`config.mk`:
```
export PLATFORM = sky130hd
export DESIGN_NAME = sfsc_session
export DESIGN_NICKNAME = d
export VERILOG_FILES = /design/src/rtl/sfsc_pkg.sv /design/src/rtl/sfsc_session.sv
export VERILOG_INCLUDE_DIRS = /design/src /design/src/rtl
export SDC_FILE = /design/constraint.sdc
export NUM_CORES = 1
export LEC_CHECK = 0
export BUFFER_PORTS_ARGS = -buffer_cell sky130_fd_sc_hd__buf_2
export CAP_MARGIN = 0
export CORE_ASPECT_RATIO = 1.4
export CORE_UTILIZATION = 50
export CTS_BUF_LIST = sky130_fd_sc_hd__clkbuf_8
export DETAILED_ROUTE_END_ITERATION = 6
export PLACE_DENSITY = 0.74
export SYNTH_ARGS = -nofsm -noshare
export SYNTH_HDL_FRONTEND = slang
export SYNTH_SLANG_ARGS = --single-unit
```
`constraint.sdc`:
```
create_clock -name core_clk -period 2.5 [get_ports core_clk]
set_clock_uncertainty 0.15 [all_clocks]
set_input_delay 0.5 -clock core_clk [delete_from_list [all_inputs] [get_ports core_clk]]
set_output_delay 0.5 -clock core_clk [all_outputs]
set_load 0.01 [all_outputs]
```
`src/rtl/sfsc_defs.svh`:
```
`ifndef SFSC_DEFS_SVH
`define SFSC_DEFS_SVH

// Opcodes used by the front end (plain defaults)
`define SFSC_OP_WR_ENABLE   8'h06
`define SFSC_OP_WR_DISABLE  8'h04
`define SFSC_OP_ID_RD     8'h9f
`define SFSC_OP_STAT_RD   8'h05
`define SFSC_OP_STAT_WR   8'h01
`define SFSC_OP_ARR_RD    8'h03
`define SFSC_OP_ARR_FRD   8'h0b
`define SFSC_OP_DUAL_RD   8'hbb
`define SFSC_OP_QUAD_RD   8'heb
`define SFSC_OP_SEC_RD    8'h2b
`define SFSC_OP_SIG_RD    8'hab
`define SFSC_OP_MD_RD     8'h90
`define SFSC_OP_MD2_RD    8'hef
`define SFSC_OP_MD4_RD    8'hdf
`define SFSC_OP_SEC_ER    8'h20
`define SFSC_OP_BLK_ER    8'hd8
`define SFSC_OP_CHIP_ER   8'h60
`define SFSC_OP_CHIP_ER2  8'hc7
`define SFSC_OP_PAGE_PG   8'h02
`define SFSC_OP_QPAGE_PG  8'h38
`define SFSC_OP_CONT_PG   8'had
`define SFSC_OP_PD_EXIT   8'hab
`define SFSC_OP_PD_ENTER  8'hb9
`define SFSC_OP_SA_ENTER  8'hb1
`define SFSC_OP_SA_EXIT   8'hc1
`define SFSC_OP_SEC_WR    8'h2f

// Address map
`define SFSC_SECTOR_LSB   12
`define SFSC_BLOCK_LSB    16
`define SFSC_ADDR_MSB     21

`endif

```
`src/rtl/sfsc_pkg.sv`:
```
package sfsc_pkg;
    typedef enum logic [1:0] {
        SFSC_IDLE,
        SFSC_OPCODE,
        SFSC_ACTIVE,
        SFSC_STANDBY
    } sfsc_state_t;

    typedef enum logic [1:0] {
        SFSC_CLS_BAD,
        SFSC_CLS_READ,
        SFSC_CLS_WRITE
    } sfsc_class_t;
endpackage : sfsc_pkg

```
`src/rtl/sfsc_session.sv`:
```
`timescale 1ns/1ps
`include "sfsc_defs.svh"
module sfsc_session
    import sfsc_pkg::*;
(
    input wire logic core_clk,
    input wire logic resetn,
    input wire logic cs_n,
    input wire logic sclk,
    input wire logic si,
    input wire logic [7:0] tx_byte,
    input wire logic busy,
    output logic so_o,
    output logic so_oe,
    output logic [7:0] opcode,
    output logic cmd_valid,
    output logic cmd_execute,
    output logic cmd_reject,
    output logic read_phase,
    output logic tx_load,
    output logic clock_polarity,
    output logic [23:0] address,
    output logic [9:0] sector_index,
    output logic [5:0] block_index
);

    // ------------------------------------------------------------
    // Opcode classification
    // ------------------------------------------------------------
    function automatic sfsc_class_t classify(input logic [7:0] op);
        case (op)
            `SFSC_OP_ID_RD, `SFSC_OP_STAT_RD, `SFSC_OP_SEC_RD,
            `SFSC_OP_ARR_RD, `SFSC_OP_ARR_FRD, `SFSC_OP_DUAL_RD,
            `SFSC_OP_QUAD_RD, `SFSC_OP_SIG_RD, `SFSC_OP_MD_RD,
            `SFSC_OP_MD2_RD, `SFSC_OP_MD4_RD: classify = SFSC_CLS_READ;
            `SFSC_OP_WR_ENABLE, `SFSC_OP_WR_DISABLE, `SFSC_OP_STAT_WR,
            `SFSC_OP_SEC_ER, `SFSC_OP_BLK_ER, `SFSC_OP_CHIP_ER,
            `SFSC_OP_CHIP_ER2, `SFSC_OP_PAGE_PG, `SFSC_OP_QPAGE_PG,
            `SFSC_OP_CONT_PG, `SFSC_OP_PD_ENTER, `SFSC_OP_SA_ENTER,
            `SFSC_OP_SA_EXIT, `SFSC_OP_SEC_WR: classify = SFSC_CLS_WRITE;
            default: classify = SFSC_CLS_BAD;
        endcase
    endfunction : classify

    function automatic logic is_array(input logic [7:0] op);
        case (op)
            `SFSC_OP_ARR_RD, `SFSC_OP_ARR_FRD, `SFSC_OP_DUAL_RD,
            `SFSC_OP_QUAD_RD, `SFSC_OP_SEC_ER, `SFSC_OP_BLK_ER,
            `SFSC_OP_CHIP_ER, `SFSC_OP_CHIP_ER2, `SFSC_OP_PAGE_PG,
            `SFSC_OP_QPAGE_PG, `SFSC_OP_CONT_PG: is_array = 1'b1;
            default: is_array = 1'b0;
        endcase
    endfunction : is_array

    // ------------------------------------------------------------
    // Pin synchronisers
    // ------------------------------------------------------------
    logic [2:0] sync1_q, sync2_q;
    logic sclk_d1_q;

    always_ff @(posedge core_clk) begin
        if (!resetn) begin
            sync1_q <= 3'h7;
            sync2_q <= 3'h7;
            sclk_d1_q <= 1'b1;
        end else begin
            sync1_q <= {cs_n, sclk, si};
            sync2_q <= sync1_q;
            sclk_d1_q <= sync2_q[1];
        end
    end

    logic cs_s, sclk_s, si_s;
    assign cs_s = sync2_q[2];
    assign sclk_s = sync2_q[1];
    assign si_s = sync2_q[0];

    logic sclk_rise, sclk_fall;
    assign sclk_rise = sclk_s & ~sclk_d1_q;
    assign sclk_fall = ~sclk_s & sclk_d1_q;

    // ------------------------------------------------------------
    // Session state
    // ------------------------------------------------------------
    sfsc_state_t state_q, state_d;
    logic cs_d1_q;
    logic [2:0] bit_q, bit_d;
    logic [7:0] shift_q, shift_d;
    logic [7:0] op_q, op_d;
    logic [2:0] addr_cnt_q, addr_cnt_d;
    logic [23:0] addr_q, addr_d;
    logic pol_q, pol_d;
    logic rd_q, rd_d;
    logic wr_q, wr_d;
    logic so_q, so_d;
    logic oe_q, oe_d;
    logic [7:0] tx_q, tx_d;
    logic valid_q, valid_d;
    logic exec_q, exec_d;
    logic rej_q, rej_d;
    logic load_q, load_d;

    logic cs_fall, cs_rise;
    assign cs_fall = ~cs_s & cs_d1_q;
    assign cs_rise = cs_s & ~cs_d1_q;

    always_comb begin
        logic [7:0] nb;
        nb = {shift_q[6:0], si_s};
        state_d = state_q;
        bit_d = bit_q;
        shift_d = shift_q;
        op_d = op_q;
        addr_cnt_d = addr_cnt_q;
        addr_d = addr_q;
        pol_d = pol_q;
        rd_d = rd_q;
        wr_d = wr_q;
        so_d = so_q;
        oe_d = oe_q;
        tx_d = tx_q;
        valid_d = 1'b0;
        exec_d = 1'b0;
        rej_d = 1'b0;
        load_d = 1'b0;
        if (cs_fall) begin
            // Idle clock level gives the mode
            pol_d = sclk_s;
            state_d = SFSC_OPCODE;
            bit_d = 3'h0;
            addr_cnt_d = 3'h0;
            rd_d = 1'b0;
            wr_d = 1'b0;
            oe_d = 1'b0;
        end else if (cs_rise || cs_s) begin
            if (cs_rise && state_q == SFSC_ACTIVE && wr_q) begin
                if (bit_q == 3'h0) begin
                    exec_d = 1'b1;
                end else begin
                    rej_d = 1'b1;
                end
            end
            // Any bit may be last for reads
            state_d = SFSC_IDLE;
            oe_d = 1'b0;
            rd_d = 1'b0;
            wr_d = 1'b0;
        end else begin
            case (state_q)
                SFSC_OPCODE: begin
                    if (sclk_rise) begin
                        shift_d = nb;
                        bit_d = bit_q + 3'h1;
                        if (bit_q == 3'h7) begin
                            op_d = nb;
                            if (classify(nb) == SFSC_CLS_BAD ||
                                (busy && is_array(nb))) begin
                                state_d = SFSC_STANDBY;
                            end else begin
                                state_d = SFSC_ACTIVE;
                                valid_d = 1'b1;
                                rd_d = classify(nb) == SFSC_CLS_READ;
                                wr_d = classify(nb) == SFSC_CLS_WRITE;
                                if (classify(nb) == SFSC_CLS_READ) begin
                                    load_d = 1'b1;
                                end
                            end
                        end
                    end
                end
                SFSC_ACTIVE: begin
                    if (sclk_rise) begin
                        shift_d = nb;
                        bit_d = bit_q + 3'h1;
                        if (bit_q == 3'h7 && addr_cnt_q < 3'h3) begin
                            addr_d = {addr_q[15:0], nb};
                            addr_cnt_d = addr_cnt_q + 3'h1;
                        end
                    end
                    if (rd_q && sclk_fall) begin
                        // Output changes on falling edge
                        oe_d = 1'b1;
                        so_d = (bit_q == 3'h0) ? tx_byte[7] :
                            tx_q[7];
                        tx_d = (bit_q == 3'h0) ?
                            {tx_byte[6:0], 1'b0} : {tx_q[6:0], 1'b0};
                        if (bit_q == 3'h0) begin
                            load_d = 1'b1;
                        end
                    end
                end
                SFSC_STANDBY: begin
                    oe_d = 1'b0;
                end
                default: begin
                    state_d = SFSC_IDLE;
                end
            endcase
        end
    end

    always_ff @(posedge core_clk) begin
        if (!resetn) begin
            state_q <= SFSC_IDLE;
            cs_d1_q <= 1'b1;
            bit_q <= 3'h0;
            shift_q <= 8'h00;
            op_q <= 8'h00;
            addr_cnt_q <= 3'h0;
            addr_q <= 24'h000000;
            pol_q <= 1'b0;
            rd_q <= 1'b0;
            wr_q <= 1'b0;
            so_q <= 1'b0;
            oe_q <= 1'b0;
            tx_q <= 8'h00;
            valid_q <= 1'b0;
            exec_q <= 1'b0;
            rej_q <= 1'b0;
            load_q <= 1'b0;
        end else begin
            state_q <= state_d;
            cs_d1_q <= cs_s;
            bit_q <= bit_d;
            shift_q <= shift_d;
            op_q <= op_d;
            addr_cnt_q <= addr_cnt_d;
            addr_q <= addr_d;
            pol_q <= pol_d;
            rd_q <= rd_d;
            wr_q <= wr_d;
            so_q <= so_d;
            oe_q <= oe_d;
            tx_q <= tx_d;
            valid_q <= valid_d;
            exec_q <= exec_d;
            rej_q <= rej_d;
            load_q <= load_d;
        end
    end

    assign so_o = so_q;
    assign so_oe = oe_q;
    assign opcode = op_q;
    assign cmd_valid = valid_q;
    assign cmd_execute = exec_q;
    assign cmd_reject = rej_q;
    assign read_phase = rd_q;
    assign tx_load = load_q;
    assign clock_polarity = pol_q;
    assign address = addr_q;
    assign sector_index = addr_q[`SFSC_ADDR_MSB:`SFSC_SECTOR_LSB];
    assign block_index = addr_q[`SFSC_ADDR_MSB:`SFSC_BLOCK_LSB];

endmodule : sfsc_session

```
==> results.sh, run 1 <==
export IMPL_status="finished clean"
export IMPL_synth_most_common_cell="nand2_1"
export IMPL_cts_root_buf="clkbuf_8"
export IMPL_final_min_clock_period_ns=2.36
export IMPL_drv_slew=0
export IMPL_place_ws_ns=0.193
export IMPL_synthTopCellsByCount="nand2_1, dfxtp_1, a21boi_0"
export IMPL_routed_wl_mm=7.19
export IMPL_io_buffers=69
export IMPL_grt_pass1_wl_mm=12.0
export IMPL_sw_frac_of_total_pct=21.8
export IMPL_ir_drop_mv=0.602
export IMPL_cp_end_kind="flip-flop"
export IMPL_core_area_um2=6570
export IMPL_synth_area_per_cell_um2=8.75
export IMPL_hold_buffers=0
export IMPL_finalCritPeriodShare_pct=94.2
export IMPL_cap_violations=0
export IMPL_synth_edf_count=0
export IMPL_finalWorstSetupSlack_ns=0.144
export IMPL_worstSetupStartpointType="flip-flop"
export IMPL_dieArea_um2=7090
export IMPL_antenna_found_initial=0
export IMPL_post_cts_setup_buffer_count=0
export IMPL_crit_type="flip-flop to flip-flop"
export IMPL_nets=457
export IMPL_die_y_um=99.2
export IMPL_drive_gt1_share_pct=24.9
export IMPL_ys_seq_elements=71
export IMPL_cts_clk_slew_worst_paths_ns=0.08
export IMPL_rsz0062_at_grt="false"
export IMPL_crit_fanout=16
export IMPL_netlist_area_um2=3380
export IMPL_synth_flop_cell="dfxtp_1"
export IMPL_synthCells=386
export IMPL_grt_total_usage_pct=21.3
export IMPL_grt_pass1_vias=2642
export IMPL_overflow=0
export IMPL_postRouteAntennaNets=0
export IMPL_setup_violations_final=0
export IMPL_min_path_type="input pin to flip-flop"
export IMPL_synth_area_leaders="dfxtp_1, nand2_1, a21boi_0, mux2i_1, buf_4"
export IMPL_routed_via_density=5.40
export IMPL_clock_fmax_mhz=424
export IMPL_worstPathRequired_ns=2.64
export IMPL_p_int_w=0.00184
export IMPL_pwr_share_seq_pct=48.6
export IMPL_rows=35
export IMPL_cts_buffer_depth=2
export IMPL_synth_net_count=407
export IMPL_clock_latency_ns=0.35
export IMPL_nFillCells=593
export IMPL_dr_pass1_iters=6
export IMPL_grt_max_degree=58
export IMPL_maxSlewHeadroom_pct=58.6
export IMPL_clock_sinks=71
export IMPL_areaGrowthSynthToFinish_pct=16.1
export IMPL_cts_made_buffers=9
export IMPL_arrival_ns=2.50
export IMPL_pwr_share_comb_pct=2.3
export IMPL_yosysSeqAreaShare_pct=42.1
export IMPL_synth_warnings=0
export IMPL_wl_per_cell_um=14.0
export IMPL_setup_tns_final_ns=0
export IMPL_routabilityCongestion=0.847
export IMPL_antenna_cells=0
export IMPL_start_util_pct=51.4
export IMPL_vias=2780
export IMPL_power_w=0.00235
export IMPL_regArea_um2=1420
export IMPL_multi_input_area_um2=1670
export IMPL_leakage_nw=1.78
export IMPL_p_clk_share_pct=49.1
export IMPL_p_per_area_nw_per_um2=600
export IMPL_drc=0
export IMPL_hpwlAfterDp_mm=4.87
export IMPL_synthArstFlopShare_pct=0
export IMPL_ios=70
export IMPL_synth_top_area_share_pct=42.1
export IMPL_htreeDepth=3
export IMPL_hold_violations=0
export IMPL_post_route_util_pct=59.7
export IMPL_cts_tree="yes"
export IMPL_drtIter0Drc=123
export IMPL_synth_top_area_cell="dfxtp_1"
export IMPL_ys_types=52
export IMPL_max_slew_worst_pin_slew_ns=0.620
export IMPL_switchingPower_w=0.000513
export IMPL_die_w_um=71.4
[power by group through the flow]
stage / clock network (W) / registers [W] / logic, W
after floorplan: 0 / 0.00117 / 0.0000378
after global placement: 0 / 0.00117 / 0.0000534
after detailed placement: 0 / 0.00117 / 0.0000543
after CTS: 0.00117 / 0.00114 / 0.0000549
after global routing: 0.00122 / 0.00115 / 0.0000594
final: 0.00116 / 0.00114 / 0.0000541
[area by class of cell]
type	instances	area share, %
timing repair buffer	82	11.3
tap	74	2.36
clock buffer	9	3.16
sequential	71	36.3
multi-input combinational	262	42.7
inverter	10	0.958
clock inverter	7	3.26
[timing repair]
action	in CTS	in global routing
endpoints found under the hold margin	0	0
setup endpoints to repair	0	1
resized for setup	0	1
[cells in the final DEF, fill, tap and decap left out, drive strengths merged, types with 4 or more instances in the layout]
master	n
inv	12
nand4	4
buf	82
nor2	17
clkbuf	9
nor2b	11
ha	7
nor4	4
a21boi	34
a21oi	9
dfxtp	71
nand2	76
nor3	7
nand3	15
xor2	4
o211a	8
mux2i	15
nand2b	11
[cell families after synthesis]
logic type	after synthesis	synth area share [%]
flops	71	42.1
compound gates	67	15.6
buf+inv	53	8.45
fa+ha+maj	7	2.59
simple gates	168	25.5
xor+xnor	5	1.30
mux	15	4.45
[state kept, by name, indices dropped and copies added, names as in the netlist]
| register | flops |
|---|---|
| sclk_d1_q | 1 |
| address | 24 |
| opcode | 8 |
| cs_d1_q | 1 |
| tx_q | 7 |
| state_q | 2 |
| read_phase | 1 |
| clock_polarity | 1 |
| cmd_valid | 1 |
| so_o | 1 |
| tx_load | 1 |
| addr_cnt_q | 3 |
| so_oe | 1 |
| sync2_q | 3 |
| wr_q | 1 |
| cmd_execute | 1 |
| cmd_reject | 1 |
| shift_q | 7 |
| bit_q | 3 |
| sync1_q | 3 |
[final timing paths]
check                                from               endpoint  slack (ns)  cells past startpoint
setup / recovery  shift_q[5]$_SDFFE_PN0P_      wr_q$_SDFFE_PP0P_        0.14                      6
hold / removal                         si  sync1_q[0]$_SDFF_PN1_        0.18                      2
setup reg to reg  shift_q[5]$_SDFFE_PN0P_      wr_q$_SDFFE_PP0P_        0.14                      6
hold reg to reg     sync1_q[0]$_SDFF_PN1_  sync2_q[0]$_SDFF_PN1_        0.26                      1
[through the flow]
step                hold slack, ns  cell area, um2  std cells
floorplan                    0.236            3380        386
detailed placement           0.242            3660        499
CTS                          0.173            3920        515
finish                       0.179            3920        515
global route                 0.173            3920        515
global placement             0.241            3660        499
[critical path, cell delays in order, from the launching register on]
cell       delay, ns
dfxtp_1         0.67
or4b_4          0.54
a2111oi_4       0.29
o21ai_1         0.10
or4b_4          0.24
and3_4          0.18
a22o_1          0.13
[routing by layer]
metal	global-route usage [%]	wire [um]	part of all wire (%)
met1	24.4	3060	42
met2	38.2	3720	52
met3	3.55	256	3.6
met4	10.0	154	2.1
met5	0	0	0
(Power assumes the default switching activity.)
==> inputs of run 2 (changes only) <==
- CELL_PAD_IN_SITES_DETAIL_PLACEMENT: not set -> 1
- CELL_PAD_IN_SITES_GLOBAL_PLACEMENT: not set -> 2
- CORE_UTILIZATION: 50 -> 34
- PLACE_DENSITY: 0.74 -> not set
- PLACE_DENSITY_LB_ADDON: not set -> 0.1
==> run 2 against run 1 <==
Against the previous run:
- global-route usage shrank 4.6 points
- register-to-register slack is essentially flat
- largest cell class unchanged
- sequential share of layout area shrank 0.69 points
- sequential cell count is the same
- cell count grew 11%
- combinational power grew 0.9%
- via count grew 0.65%
- sequential power is essentially flat
==> results.sh, run 2 (synthesis gave the netlist of run 1 again) <==
export IMPL_maxSlewHeadroom_pct=61.0
export IMPL_worst_hold_slack_ns=0.177
export IMPL_wl_per_cell_um=13.8
export IMPL_arrival_ns=2.44
export IMPL_start_util_pct=35.3
export IMPL_antenna_found_initial=0
export IMPL_cts_tree="yes"
export IMPL_drc=0
export IMPL_rows=42
export IMPL_routed_via_density=4.87
export IMPL_clock_sinks=71
export IMPL_cp_slowest_cell="dfxtp_1"
export IMPL_setup_violations_final=0
export IMPL_setup_tns_final_ns=0
export IMPL_layout_common_cells="nand2_1, dfxtp_1, buf_2, a21boi_0, nor2_1"
export IMPL_postRouteAntennaNets=0
export IMPL_areaGrowthSynthToFinish_pct=18.6
export IMPL_antenna_cells=0
export IMPL_io_buffers=69
export IMPL_clock_latency_ns=0.35
export IMPL_placed_cell_area_um2=3750
export IMPL_wl_met1_mm=3.44
export IMPL_routabilityCongestion=0.773
export IMPL_core_area_um2=9560
export IMPL_route_met2_wl_mm=4.13
export IMPL_dieArea_um2=10300
export IMPL_nFillCells=1186
export IMPL_cts_buffer_depth=2
export IMPL_worstSetupStartpointType="flip-flop"
export IMPL_nets=459
export IMPL_grt_total_usage_pct=16.7
export IMPL_crit_family="simple AND/OR/NAND/NOR gates"
export IMPL_final_area_um2=4000
export IMPL_maxUsedRoutingLayer="met4"
export IMPL_grt_pass1_vias=2759
export IMPL_final_common_cell="nand2_1"
export IMPL_ios=70
export IMPL_hpwlAfterDp_mm=5.67
export IMPL_dr_pass1_iters=4
export IMPL_layout_cells_non_filler=574
export IMPL_met3_length_um=225
export IMPL_die_w_um=86.2
export IMPL_clock_fmax_mhz=427
export IMPL_grt_pass1_wl_mm=13.4
export IMPL_rsz0062_at_grt="false"
export IMPL_hold_violations=0
export IMPL_leakage_nw=1.78
export IMPL_dpl_cell_count=559
export IMPL_cts_clk_slew_worst_paths_ns=0.08
export IMPL_routed_wl_mm=7.95
export IMPL_finalCritPeriodShare_pct=93.7
export IMPL_cpMostUsedCell="or4b_4"
export IMPL_cap_violations=0
export IMPL_overflow=0
export IMPL_drive_gt1_share_pct=25.6
export IMPL_post_cts_setup_buffer_count=0
export IMPL_cts_root_buf="clkbuf_8"
export IMPL_largest_register_ffs=24
export IMPL_cts_made_buffers=9
export IMPL_path_cells="or4b_4 > a2111oi_4 > o21ai_1 > or4b_4 > and3_4 > a22o_1"
export IMPL_htreeDepth=3
export IMPL_min_path_type="input pin to flip-flop"
export IMPL_ir_drop_mv=0.310
export IMPL_cp_end_kind="flip-flop"
export IMPL_status="finished clean"
export IMPL_die_y_um=120
export IMPL_worstPathRequired_ns=2.60
export IMPL_crit_fanout=16
export IMPL_vias=2798
export IMPL_grt_max_degree=42
export IMPL_drtIter0Drc=130
export IMPL_drv_slew=0
export IMPL_critical_path_max_stage_delay_ns=0.70
export IMPL_crit_type="flip-flop to flip-flop"
export IMPL_p_per_area_nw_per_um2=581
export IMPL_crit_buf_inv=0
export IMPL_final_min_clock_period_ns=2.34
export IMPL_power_w=0.00233
export IMPL_max_slew_worst_pin_slew_ns=0.584
==> run 2: changes by cell type in the layout (fill, tap and decap cells not counted), sizes merged <==
cell	delta
buf	+2
inv	-2
clkbuf	+1
clkinv	-1
clkinvlp	+1
==> run 2: power by group <==
group | leakage (nW) | switching (W) | internal (W)
clock network | 0.119 | 0.000441 | 0.000686
registers | 0.575 | 0.00000805 | 0.00114
logic | 1.09 | 0.0000267 | 0.0000278
==> run 2: routing by layer <==
| metal | vias up | GRT usage [%] |
|---|---|---|
| met5 | - | 0 |
| met4 | 0 | 7.81 |
| met3 | 11 | 3.92 |
| met2 | 43 | 29.0 |
| met1 | 1348 | 19.1 |
| li1 | 1396 | - |
==> run 2: area by class of cell <==
type | instances | area, um2 | area share (%)
Multi-Input combinational cell | 262 | 1670 | 41.8
Clock inverter | 5 | 106 | 2.66
Inverter | 10 | 37.5 | 0.938
Clock buffer | 10 | 138 | 3.44
Timing Repair Buffer | 84 | 458 | 11.4
Sequential cell | 71 | 1420 | 35.6
Tap cell | 132 | 165 | 4.13
==> run 2: through the flow <==
stage                     worst slack (ns)  util (%)
after floorplan                      0.424         -
after global placement               0.173      39.2
after detailed placement             0.136      39.2
after CTS                            0.115      41.8
after global routing               0.00450      41.8
final                                0.158      41.8
==> run 2: final timing paths <==
kind	depth (start not counted)	slack, ns	to	start
hold / removal	2	0.18	sync1_q[2]$_SDFF_PN1_	cs_n
hold reg to reg	1	0.27	sync2_q[0]$_SDFF_PN1_	sync1_q[0]$_SDFF_PN1_
setup / recovery	6	0.16	wr_q$_SDFFE_PP0P_	shift_q[2]$_SDFFE_PN0P_
setup reg to reg	6	0.16	wr_q$_SDFFE_PP0P_	shift_q[2]$_SDFFE_PN0P_
==> run 2: timing repair <==
| action | CTS | global route |
|---|---|---|
| setup endpoints to repair | 0 | 1 |
| resized for setup | 0 | 3 |
| hold buffers | 0 | 0 |
| endpoints found under the hold margin | 0 | 0 |
